==> config.mk <==
export PLATFORM = sky130hd
export DESIGN_NAME = wre_core
export DESIGN_NICKNAME = d
export VERILOG_FILES = /design/src/wre_pkg.sv /design/src/wre_core.sv
export VERILOG_INCLUDE_DIRS = /design/src
export SDC_FILE = /design/constraint.sdc
export NUM_CORES = 1
export LEC_CHECK = 0
export BUFFER_PORTS_ARGS = -buffer_cell sky130_fd_sc_hd__buf_2
export CORE_MARGIN = 8
export CORE_UTILIZATION = 40
export CTS_CLUSTER_DIAMETER = 50
export DETAILED_ROUTE_END_ITERATION = 7
export GPL_TIMING_DRIVEN = 0
export PLACE_DENSITY = 0.61
export SKIP_LAST_GASP = 1
export SLEW_MARGIN = 0
export SYNTH_ARGS = -nofsm -noshare
export SYNTH_HDL_FRONTEND = slang
export SYNTH_SLANG_ARGS = --single-unit
export TNS_END_PERCENT = 5
==> constraint.sdc <==
create_clock -name clock -period 10.6 [get_ports clock]
set_clock_uncertainty 0.1 [all_clocks]
set_input_delay 0.53 -clock clock [delete_from_list [all_inputs] [get_ports clock]]
set_output_delay 0.53 -clock clock [all_outputs]
set_load 0.02 [all_outputs]
==> src/wre_regs.svh <==
`ifndef WRE_REGS_SVH
`define WRE_REGS_SVH
`define WRE_SEP_WORD 16'hFFFE
`define WRE_END_WORD 16'hFFFF
`define WRE_ACC_INIT 8'hFF
`define WRE_WORD_STEP 16'h0002
`define WRE_WGT_STEP 16'h0001
`define WRE_OP_LEN 16'h0002
`define WRE_R_CTRL 3'h0
`define WRE_R_RULE 3'h1
`define WRE_R_WGT 3'h2
`define WRE_R_ACC 3'h3
`define WRE_R_FLAGS 3'h4
`define WRE_R_PC 3'h5
`define WRE_B_GO 0
`define WRE_B_BUSY 0
`define WRE_B_INTD 1
`define WRE_B_PHASE 0
`define WRE_B_WEN 1
`endif
==> src/wre_pkg.sv <==
package wre_pkg;
    typedef enum logic [3:0] {
        S_IDLE, S_FETCH, S_WAIT, S_EVAL, S_STEP, S_APPLY,
        S_WGT5, S_WGT6, S_WGT7, S_WGT8, S_DONE, S_INT5, S_INT6
    } wre_state_t;
    typedef struct packed {
        logic [15:0] addr;
        logic [15:0] wdata;
        logic rd;
        logic wr;
        logic byteSel;
    } wre_mem_req_t;
endpackage

==> src/wre_core.sv <==
// The placing of the registers and the plain strobed port are this design's own decisions.
`timescale 1ns/1ps
`default_nettype none
`include "wre_regs.svh"
module wre_core (
    // Clock and reset
    input wire logic clock,
    input wire logic nrst,
    // Register port
    input wire logic [2:0] regAddr,
    input wire logic [15:0] regWData,
    input wire logic regWr,
    input wire logic regRd,
    output logic [15:0] regRData,
    // Memory bus
    output wre_pkg::wre_mem_req_t memReq,
    input wire logic [15:0] memRData,
    // Interrupt handshake and status
    input wire logic irqPending,
    output logic irqTaken,
    output logic done,
    output logic busy
);
    wre_pkg::wre_state_t st_reg, st_next;
    wre_pkg::wre_mem_req_t req_next;
    logic [15:0] rule_reg, rule_next, wgt_reg, wgt_next, pc_reg, pc_next;
    logic [15:0] hold_reg, hold_next, cur_reg, cur_next, lat_reg;
    logic [15:0] prod_reg, prod_next;
    logic [7:0] acc_reg, acc_next;
    logic phase_reg, phase_next, wen_reg, wen_next;
    logic sep_reg, sep_next, end_reg, end_next, intd_reg, intd_next;
    logic [15:0] rdMux;

    wire idle = (st_reg == wre_pkg::S_IDLE);
    wire wrCtrl = regWr && regAddr == `WRE_R_CTRL;
    wire wrRule = regWr && idle && regAddr == `WRE_R_RULE;
    wire wrWgt = regWr && idle && regAddr == `WRE_R_WGT;
    wire wrAcc = regWr && idle && regAddr == `WRE_R_ACC;
    wire wrFlags = regWr && idle && regAddr == `WRE_R_FLAGS;
    wire wrPc = regWr && idle && regAddr == `WRE_R_PC;
    wire go = wrCtrl && idle && regWData[`WRE_B_GO];
    wire intdClr = wrCtrl && regWData[`WRE_B_INTD];
    wire wordSep = (lat_reg == `WRE_SEP_WORD);
    wire wordEnd = (lat_reg == `WRE_END_WORD);
    wire smaller = (lat_reg[7:0] < acc_reg);
    wire larger = (acc_reg > lat_reg[7:0]);
    // Weight plus one, product high byte
    wire [8:0] wPlus = {1'b0, lat_reg[7:0]} + 9'h001;
    wire [16:0] prodFull = {9'h000, acc_reg} * {8'h00, wPlus};
    wire takeWeight = wordSep && !phase_reg && wen_reg;

    always_comb begin
        st_next = st_reg;
        req_next = '0;
        rule_next = wrRule ? regWData : rule_reg;
        wgt_next = wrWgt ? regWData : wgt_reg;
        pc_next = wrPc ? regWData : pc_reg;
        acc_next = wrAcc ? regWData[7:0] : acc_reg;
        phase_next = wrFlags ? regWData[`WRE_B_PHASE] : phase_reg;
        wen_next = wrFlags ? regWData[`WRE_B_WEN] : wen_reg;
        hold_next = hold_reg;
        cur_next = cur_reg;
        prod_next = prod_reg;
        sep_next = sep_reg;
        end_next = end_reg;
        intd_next = intd_reg;
        if (intdClr) begin
            intd_next = 1'b0;
        end
        case (st_reg)
            wre_pkg::S_IDLE: begin
                if (go) begin
                    st_next = wre_pkg::S_FETCH;
                end
            end
            wre_pkg::S_FETCH: begin
                req_next.addr = rule_reg;
                req_next.rd = 1'b1;
                rule_next = rule_reg + `WRE_WORD_STEP;
                st_next = wre_pkg::S_WAIT;
            end
            wre_pkg::S_WAIT: begin
                st_next = wre_pkg::S_EVAL;
            end
            wre_pkg::S_EVAL: begin
                if (irqPending) begin
                    st_next = wre_pkg::S_INT5;
                end else begin
                    cur_next = lat_reg;
                    sep_next = wordSep;
                    end_next = wordEnd;
                    st_next = wre_pkg::S_STEP;
                    if (wordSep) begin
                        phase_next = !phase_reg;
                        if (phase_reg) begin
                            acc_next = `WRE_ACC_INIT;
                        end
                        if (takeWeight) begin
                            req_next.addr = wgt_reg;
                            req_next.rd = 1'b1;
                            req_next.byteSel = 1'b1;
                            st_next = wre_pkg::S_WGT5;
                        end
                    end else if (!wordEnd) begin
                        req_next.addr = lat_reg;
                        req_next.rd = 1'b1;
                        req_next.byteSel = 1'b1;
                    end
                end
            end
            wre_pkg::S_STEP: begin
                if (!end_reg) begin
                    req_next.addr = rule_reg;
                    req_next.rd = 1'b1;
                    rule_next = rule_reg + `WRE_WORD_STEP;
                end
                st_next = wre_pkg::S_APPLY;
            end
            wre_pkg::S_APPLY: begin
                if (!sep_reg && !end_reg) begin
                    if (!phase_reg && smaller) begin
                        acc_next = lat_reg[7:0];
                    end
                    if (phase_reg && larger) begin
                        req_next.addr = cur_reg;
                        req_next.wdata = {8'h00, acc_reg};
                        req_next.wr = 1'b1;
                        req_next.byteSel = 1'b1;
                    end
                end
                st_next = end_reg ? wre_pkg::S_DONE : wre_pkg::S_EVAL;
            end
            wre_pkg::S_WGT5: begin
                hold_next = rule_reg;
                rule_next = rule_reg + `WRE_WORD_STEP;
                st_next = wre_pkg::S_WGT6;
            end
            wre_pkg::S_WGT6: begin
                prod_next = prodFull[15:0];
                st_next = wre_pkg::S_WGT7;
            end
            wre_pkg::S_WGT7: begin
                req_next.addr = hold_reg;
                req_next.rd = 1'b1;
                st_next = wre_pkg::S_WGT8;
            end
            wre_pkg::S_WGT8: begin
                acc_next = prod_reg[15:8];
                wgt_next = wgt_reg + `WRE_WGT_STEP;
                st_next = wre_pkg::S_EVAL;
            end
            wre_pkg::S_DONE: begin
                pc_next = pc_reg + `WRE_OP_LEN;
                st_next = wre_pkg::S_IDLE;
            end
            wre_pkg::S_INT5: begin
                st_next = wre_pkg::S_INT6;
            end
            wre_pkg::S_INT6: begin
                // Back up to refetch current word
                rule_next = rule_reg - `WRE_WORD_STEP;
                intd_next = 1'b1;
                st_next = wre_pkg::S_IDLE;
            end
            default: begin
                st_next = wre_pkg::S_IDLE;
            end
        endcase
    end

    always_comb begin
        case (regAddr)
            `WRE_R_CTRL: rdMux = {14'h0000, intd_reg, !idle};
            `WRE_R_RULE: rdMux = rule_reg;
            `WRE_R_WGT: rdMux = wgt_reg;
            `WRE_R_ACC: rdMux = {8'h00, acc_reg};
            `WRE_R_FLAGS: rdMux = {14'h0000, wen_reg, phase_reg};
            `WRE_R_PC: rdMux = pc_reg;
            default: rdMux = 16'h0000;
        endcase
    end

    always_ff @(posedge clock or negedge nrst) begin
        if (!nrst) begin
            st_reg <= wre_pkg::S_IDLE;
            memReq <= '0;
            rule_reg <= 16'h0000;
            wgt_reg <= 16'h0000;
            pc_reg <= 16'h0000;
            acc_reg <= `WRE_ACC_INIT;
            phase_reg <= 1'b0;
            wen_reg <= 1'b0;
            intd_reg <= 1'b0;
        end else begin
            st_reg <= st_next;
            memReq <= req_next;
            rule_reg <= rule_next;
            wgt_reg <= wgt_next;
            pc_reg <= pc_next;
            acc_reg <= acc_next;
            phase_reg <= phase_next;
            wen_reg <= wen_next;
            intd_reg <= intd_next;
        end
    end

    always_ff @(posedge clock or negedge nrst) begin
        if (!nrst) begin
            hold_reg <= 16'h0000;
            cur_reg <= 16'h0000;
            prod_reg <= 16'h0000;
            lat_reg <= 16'h0000;
            sep_reg <= 1'b0;
            end_reg <= 1'b0;
        end else begin
            hold_reg <= hold_next;
            cur_reg <= cur_next;
            prod_reg <= prod_next;
            sep_reg <= sep_next;
            end_reg <= end_next;
            if (memReq.rd) begin
                lat_reg <= memRData;
            end
        end
    end

    always_ff @(posedge clock or negedge nrst) begin
        if (!nrst) begin
            regRData <= 16'h0000;
            irqTaken <= 1'b0;
            done <= 1'b0;
            busy <= 1'b0;
        end else begin
            regRData <= regRd ? rdMux : 16'h0000;
            irqTaken <= (st_reg == wre_pkg::S_INT6);
            done <= (st_reg == wre_pkg::S_DONE);
            busy <= (st_next != wre_pkg::S_IDLE);
        end
    end

    wire evalGo = (st_reg == wre_pkg::S_EVAL) && !irqPending;
endmodule
`default_nettype wire

==> results.toml, run 1 <==
[outcome]
status = "completed"

[global_routing]
grt_overflow_total = 0
grt_pass1_vias = 9748
grt_pass1_wl_mm = 55.9
antenna_found_initial = 2
grt_usage_pct = 21.1
grt_max_degree = 88

[logic_synthesis]
synthCells = 1199
yosysUniqueCellTypes = 83
ys_top_cells_by_count = "dfrtp_1, nand2_1, inv_1"
synth_top_area_share_pct = 35.4
synth_area_leaders = "dfrtp_1, fa_1, ha_1"
synth-main-ff-cell = "dfrtp_1"
synth_warnings = 0
yosysMostFrequentCell = "dfrtp_1"
syn-cell-area_mm2 = 0.0112
synth_edf_count = 0
async_reset_ff_share_pct = 100
ys_ff_latch = 167
syn_avg_cell_area_um2 = 9.38
yosysSeqAreaShare_pct = 37.3
yosys.area.top_type = "dfrtp_1"

[layout]
layout-drive-gt1-share_pct = 16.5
fin_cells = 1701
insertedDiodeCount = 0
syn2layout_area_growth_pct = 13.8
largest_register_ffs = 27
num-nets-final = 1436
regMostFlops = "memReq"

[flow_run]
cap_violations = 0

[timing]
post-route-period-util_pct = 58.8
drv_slew = 0
hold_viol = 0
finalCriticalPeriod_ps = 6230
whs_ps = 228
tightest_slew_ps = 1280
setup_viol = 0
fmax_mhz = 160
finalWorstSetupSlack_ps = 4370
tns_ps = 0
maxSlewHeadroom_pct = 13.9
rsz0062_at_grt = "false"

[clock_network]
clockBufferDepth = 2
holdBufCountCts = 1
clock_sinks = 167
h-tree-depth = 4
insertion_delay_ps = 440
root_buffer = "clkbuf_16"
postCtsResizedCells = 0
clkSlewWorstSetupHoldPaths_ps = 70
postCtsSetupRepairBufs = 0
cts_tree = "built"
cts_buffers = 17

[die]
fp.coreArea_mm2 = 0.0277
start_util_pct = 40.6
rows = 61
dieArea_mm2 = 0.0337
fp.dieW_um = 184
die_h_um = 184
io_pins = 94

[routing]
via_per_inst = 5.78
vias = 9828
route.detailed.drc = 0
first_iter_violations = 859
first_pass_iters = 5
totalWireLength_mm = 35.1
routedWlPerCell_um = 20.6
drtAntennaViolNets = 0

[placed_design]
place_congestion = 0.929
hpwl_mm = 26.9
place_ws_ps = 4470
dp_cells = 1668
port_buffers = 83

[setup_path]
rr_endpoint = "prod_reg[15]"
critPathLaunchType = "flop"
critPathRequiredTime_ps = 10870
worstPathArrival_ps = 6500
crit_end = "prod_reg[15]"
startpoint = "lat_reg[1]"
rrSetupSlack_ps = 4370
r2r-start = "lat_reg[1]"
r2r_cells = 18
critical_path_class = "flop to flop"
cp_max_fo = 10
critPathCaptureType = "flop"

[pwr]
leakage_nw = 5.77
powerDensity_mw_per_mm2 = 349
vdd_drop_max_mv = 0.243

[hold_path]
hp-class = "primary input to flop"
where the power goes:
part,leakage (nW),switching [mW],internal [mW]
combinational,3.39,1.62,1.09
sequential,2.09,0.244,0.888
clock,0.281,0.304,0.316
total,5.77,2.17,2.29
cell families (layout without fill, tap and decap cells):
kind of cell / Yosys count / count (layout) / share of synthesized area, %
compound gates: 280 / 280 / 18.1
mux: 55 / 55 / 5.34
other cells: 1 / 8 / 0.0334
buf+inv: 185 / 302 / 6.83
xor+xnor: 21 / 21 / 1.64
flops: 167 / 167 / 37.3
simple gates: 404 / 404 / 18.6
fa+ha+maj: 86 / 86 / 12.2
critical path, cell delays in order, from the launching register on:
cell and delay, ps:
dfrtp_1 590, ha_1 260, clkbuf_1 480, nand3_1 170
xnor2_1 660, nand2_1 180, fa_1 560, inv_1 50
fa_1 480, fa_1 540, inv_1 50, fa_1 520
inv_1 40, ha_1 340, and4_1 210, and2_1 180
a221o_1 330, a311o_1 360, nand3_1 90
layout make-up:
type | instances | area [um2]
Fill cell | 2712 | 14900
Multi-Input combinational cell | 854 | 6310
Timing Repair Buffer | 85 | 463
Clock buffer | 17 | 425
Sequential cell | 167 | 4190
Tap cell | 378 | 473
Inverter | 95 | 357
Clock inverter | 15 | 159
Buffer | 90 | 412
per-stage QoR:
stage	total power, mW	util, %	instance area, um2
3_3_place_gp	3.78	43.9	12200
4_1_cts	4.47	46.2	12800
6_report	4.46	46.2	12800
3_5_place_dp	3.83	44.0	12200
2_1_floorplan	3.08	-	11300
5_1_grt	4.93	46.2	12800
placed cells by master, fill, tap and decap left out, types with 40 or more instances in the layout:
cell type,instances
mux2_2,40
o211ai_1,43
clkbuf_1,44
inv_1,93
a22oi_1,48
nand2_1,132
dfrtp_1,159
nor2_1,63
buf_2,111
and2_1,44
fa_1,40
o21ai_0,53
ha_1,46
how the worst min path moves through the flow:
stage / cells after the start / endpoint / from / slack (ps)
final: 3 / lat_reg[6] / memRData[6] / 230
after global routing: 2 / lat_reg[10] / memRData[10] / 230
after detailed placement: 1 / intd_reg / intd_reg / 370
after global placement: 1 / intd_reg / intd_reg / 360
after CTS: 3 / lat_reg[4] / memRData[4] / 210
after floorplan: 0 / busy / nrst / 130
routing by layer:
layer	part of all wire, %	vias up	wire, um	global-route usage, %
met5	0.077	-	27	0
met4	2.0	4	712	5.92
met3	7.0	62	2460	4.17
met2	45	376	15900	32.6
met1	45	4888	15900	29.6
li1	-	4498	-	-
No activity file was read; power rests on OpenSTA's default activity.
==> inputs of run 2 (changes only) <==
Clock period 10.6 ns to 6.4 ns, I/O delays scaled along.
==> run 2 against run 1 <==
Effect of this change:
- global-route usage is the same
- power rose by 66%
- die area is the same
- worst setup slack got worse by 3900 ps
- routed wire length down 0.19%
- hold slack lost 210 ps
- non-clock buffer count did not move
- design area grew 0.13%
- sequential cell count did not move
- combinational power is 66% higher
- clock power increased by 66%
- largest power group unchanged
- highest routed layer unchanged
==> results.toml, run 2 (synthesis results as in run 1) <==
[clock_network]
clkSlewWorstSetupHoldPaths_ps = 70
root_buffer = "clkbuf_16"
insertion_delay_ps = 440
h-tree-depth = 4
cts_buffers = 17
clockBufferDepth = 2
cts_tree = "built"
postCtsSetupRepairBufs = 0
clock_sinks = 167

[global_routing]
grt_pass1_wl_mm = 55.9
grt_pass1_vias = 9748
antenna_found_initial = 2
grt_overflow_total = 0
grt_usage_pct = 21.1
grt_max_degree = 88

[die]
die_h_um = 184
dieArea_mm2 = 0.0337
fp.dieW_um = 184
fp.coreArea_mm2 = 0.0277
start_util_pct = 40.6
rows = 61
io_pins = 94

[routing]
via_per_inst = 5.79
routedWlPerCell_um = 20.6
route.detailed.drc = 0
drtAntennaViolNets = 0
totalWireLength_mm = 35.0
first_iter_violations = 836
first_pass_iters = 5
vias = 9841

[pwr]
leakage_nw = 5.78
powerDensity_mw_per_mm2 = 578
vdd_drop_max_mv = 0.402
total_power_mw = 7.40

[timing]
fmax_mhz = 169
tightest_slew_ps = 1290
tns_ps = 0
maxSlewHeadroom_pct = 13.3
post-route-period-util_pct = 92.6
rsz0062_at_grt = "false"
hold_viol = 0
drv_slew = 0
setup_viol = 0
finalCriticalPeriod_ps = 5920

[setup_path]
cp_max_fo = 10
r2r_cells = 17
crit_path_frequent_cell = "fa_1"
path_buf_inv = 4
crit_chain = "clkbuf_1 > nand3_1 > xnor2_1 > nand2_1 > fa_1 > inv_1 > fa_1 > fa_1 > inv_1 > fa_1 > inv_1 > ha_1 > and4_1 > and2_1 > a221o_1 > a311o_1 > nand3_1"
cp_num_cells = 17
worstPathArrival_ps = 6190
critical_path_class = "flop to flop"
crit_family = "adder cells"
critPathCaptureType = "flop"
critPathLaunchType = "flop"
max_stage_delay_ps = 700
critPathSlowestCell = "xnor2_1"
critPathRequiredTime_ps = 6670

[layout]
register_area_mm2 = 0.00419
syn2layout_area_growth_pct = 13.9
multi_input_area_mm2 = 0.00632
num-nets-final = 1436
insertedDiodeCount = 0
regMostFlops = "memReq"
fill_cells = 2713
largest_register_ffs = 27
layout-drive-gt1-share_pct = 16.7
layout_commonest_cell = "dfrtp_1"
final_cell_mix = "dfrtp_1, nand2_1, buf_2"
fin_util_pct = 46.2

[hold_path]
timing.hold.worst_path_depth = 2
hp-class = "primary input to flop"

[outcome]
status = "completed"

[placed_design]
hpwl_mm = 26.9
port_buffers = 83
place_congestion = 0.929

[flow_run]
cap_violations = 0
## run 2: cell counts in the layout (fill, tap and decap cells not counted)
Identical to the previous run, type by type.
## run 2: worst register-to-register path: cells and delay by family (launching register included)
family,cells,cell delay [ps]
buffers and inverters,4,660
adders and majority gates,5,2400
and+or+nand+nor,5,840
DFF,1,490
xor gates and xnor gates,1,700
AOI/OAI and AO/OA,2,690
## run 2: stage by stage
step	setup slack [ps]	area [um2]	std cells	hold slack, ps
after floorplan	1210	11300	1206	-75.6
after global placement	314	12200	1667	362
after detailed placement	271	12200	1668	241
after CTS	232	12800	1701	4.90
after global routing	31.6	12800	1701	17.7
final	476	12800	1701	19.3
## run 2: layout make-up
type / instances / share of cell area, %
sequential: 167 / 32.7
multi-input combinational: 854 / 49.4
tap: 378 / 3.69
clock inverter: 15 / 1.24
timing repair buffer: 85 / 3.62
buffer: 90 / 3.22
inverter: 95 / 2.79
clock buffer: 17 / 3.32
## run 2: layer usage
layer / global-route usage [%] / vias up / routed length (um)
met5: 0 / - / 27
met4: 5.92 / 4 / 682
met3: 4.17 / 58 / 2510
met2: 32.6 / 370 / 15900
met1: 29.6 / 4911 / 15900
li1: - / 4498 / -
## run 2: timing repair
item	CTS	global route
hold endpoints to repair	80	0
endpoints found under the setup margin	0	5
resized for setup	0	4
hold buffers	1	0
## run 2: power by group
part	total [mW]	switching (mW)	internal, mW
registers	1.88	0.406	1.47
logic	4.50	2.69	1.81
clock network	1.03	0.503	0.523
## run 2: path summary, 6_finish.rpt
check                                  start            to  slack (ps)
min in group asynchronous               nrst     memReq[9]         360
worst max-delay path              lat_reg[0]  prod_reg[15]         480
worst min-delay path            memRData[10]   lat_reg[10]          20
worst min register to register      intd_reg      intd_reg         380
max in group asynchronous               nrst    acc_reg[6]        4980
worst max register to register    lat_reg[0]  prod_reg[15]         480
==> inputs of run 3 (changes only) <==
Settings changed: RECOVER_POWER from default to 50.
==> run 3 against run 2 <==
Effect of this change:
- the run now ends with capacitance limit, slew limit left
- hold slack barely moved
- first-iteration DRC count fell by 3.3%
- sequential share of layout area rose by 0.23 points
- critical path type unchanged
- critical endpoint unchanged
- largest power group unchanged
- highest routed layer unchanged
==> results.toml, run 3 (synthesis results as in run 1) <==
[timing]
tns_ps = 0
post-route-period-util_pct = 92.8
tightest_slew_ps = 4250
hold_viol = 0
drv_slew = 82
fmax_mhz = 168
rsz0062_at_grt = "false"
maxSlewHeadroom_pct = -183
setup_viol = 0
finalCriticalPeriod_ps = 5940

[hold_path]
hold_path_startpoint = "memRData[10]"
hp-class = "primary input to flop"
min_to = "lat_reg[10]"
timing.hold.worst_path_depth = 2

[outcome]
violations = "capacitance limit, slew limit"
status = "complete, but fails checks"

[layout]
regMostFlops = "memReq"
num-nets-final = 1436
insertedDiodeCount = 0
layout-drive-gt1-share_pct = 12.9
final_cell_mix = "dfrtp_1, nand2_1, inv_1"
layout_commonest_cell = "dfrtp_1"
syn2layout_area_growth_pct = 13.1
fin_area_mm2 = 0.0127
fin_util_pct = 45.9
fill_cells = 2734
largest_register_ffs = 27

[routing]
vias = 9793
totalWireLength_mm = 35.0
routedWlPerCell_um = 20.6
via_per_inst = 5.76
first_pass_iters = 7
first_iter_violations = 808
drtAntennaViolNets = 0
route.detailed.drc = 0

[global_routing]
grt_pass1_vias = 9748
grt_overflow_total = 0
antenna_found_initial = 2
grt_max_degree = 88
grt_pass1_wl_mm = 55.9
grt_usage_pct = 21.1

[placed_design]
place_congestion = 0.929
hpwl_mm = 26.9
port_buffers = 83
placed_cell_area_mm2 = 0.0122

[die]
fp.coreArea_mm2 = 0.0277
start_util_pct = 40.6
die_h_um = 184
rows = 61
dieArea_mm2 = 0.0337
fp.dieW_um = 184
io_pins = 94

[setup_path]
critPathCaptureType = "flop"
critical_path_class = "flop to flop"
max_stage_delay_ps = 700
crit_path_frequent_cell = "fa_1"
critPathRequiredTime_ps = 6670
r2r-start = "lat_reg[0]"
worstPathArrival_ps = 6210
r2r_cells = 17
cp_max_fo = 10
rrSetupSlack_ps = 460
rr_endpoint = "prod_reg[15]"
critPathSlowestCell = "xnor2_1"
critPathLaunchType = "flop"
crit_chain = "clkbuf_1 > nand3_1 > xnor2_1 > nand2_1 > fa_1 > inv_1 > fa_1 > fa_1 > inv_1 > fa_1 > inv_1 > ha_1 > and4_1 > and2_1 > a221o_1 > a311o_1 > nand3_1"

[clock_network]
root_buffer = "clkbuf_16"
h-tree-depth = 4
insertion_delay_ps = 440
clock_sinks = 167
cts_buffers = 17
cts_tree = "built"
clkSlewWorstSetupHoldPaths_ps = 70
clockBufferDepth = 2

[pwr]
total_power_mw = 7.39
powerDensity_mw_per_mm2 = 581
leakage_nw = 5.58
vdd_drop_max_mv = 0.402

[flow_run]
cap_violations = 1
[run 3: changes by cell type in the layout (fill, tap and decap cells not counted)]
| cell | change |
|---|---|
| buf_16 | -1 |
| buf_2 | -48 |
| buf_8 | -1 |
| clkbuf_1 | +49 |
| clkbuf_4 | +1 |
| inv_1 | +1 |
| inv_2 | -1 |
[run 3: routing by layer]
metal  up-vias  GRT usage [%]  wire (um)
li1       4492              -          -
met1      4885           29.6      16100
met2       348           32.6      15800
met3        64           4.17       2370
met4         4           5.92        738
met5         -              0         26
[run 3: cell type report]
cell class,count,area (um2),share of cell area [%]
buffer,90,410,3.23
sequential,167,4190,33.0
clock inverter,15,159,1.25
tap,378,473,3.72
timing repair buffer,85,374,2.94
inverter,95,357,2.81
clock buffer,17,425,3.35
multi-input combinational,854,6320,49.8
[run 3: per-stage QoR]
step           hold WS [ps]  worst slack [ps]  std cells
2_1_floorplan         -75.6              1210       1206
3_3_place_gp            362               314       1667
3_5_place_dp            241               271       1668
4_1_cts                4.90               232       1701
5_1_grt                17.7              31.6       1701
6_report               19.8               461       1701
[run 3: what timing repair did]
| item | in CTS | in global routing |
|---|---|---|
| hold buffers | 1 | 0 |
| resized for setup | 0 | 4 |
| hold endpoints to repair | 80 | 0 |
| buffers inserted | 0 | 0 |
| endpoints found under the setup margin | 0 | 5 |
[run 3: critical path, delay by kind of cell (launching register included)]
kind                     cells  cell delay [ps]
flip-flops                   1              490
buffers and inverters        4              670
XOR/XNOR                     1              700
AO/OA/AOI/OAI                2              690
AND/OR/NAND/NOR              5              840
adder cells (fa/ha/maj)      5             2400
[run 3: worst max path at each step]
stage               startpoint            to  slack, ps  cells past startpoint
floorplan           lat_reg[1]  prod_reg[15]       1210                     18
global placement    lat_reg[1]  prod_reg[15]        310                     18
detailed placement  lat_reg[1]  prod_reg[15]        270                     18
CTS                 lat_reg[1]  prod_reg[15]        230                     18
global route        lat_reg[0]  prod_reg[11]         30                     17
finish              lat_reg[0]  prod_reg[15]        460                     17
[run 3: power breakdown]
part	switching (mW)	total [mW]	internal [mW]	leakage (nW)
logic	2.70	4.49	1.79	3.21
clock network	0.500	1.02	0.523	0.281
registers	0.406	1.88	1.47	2.09
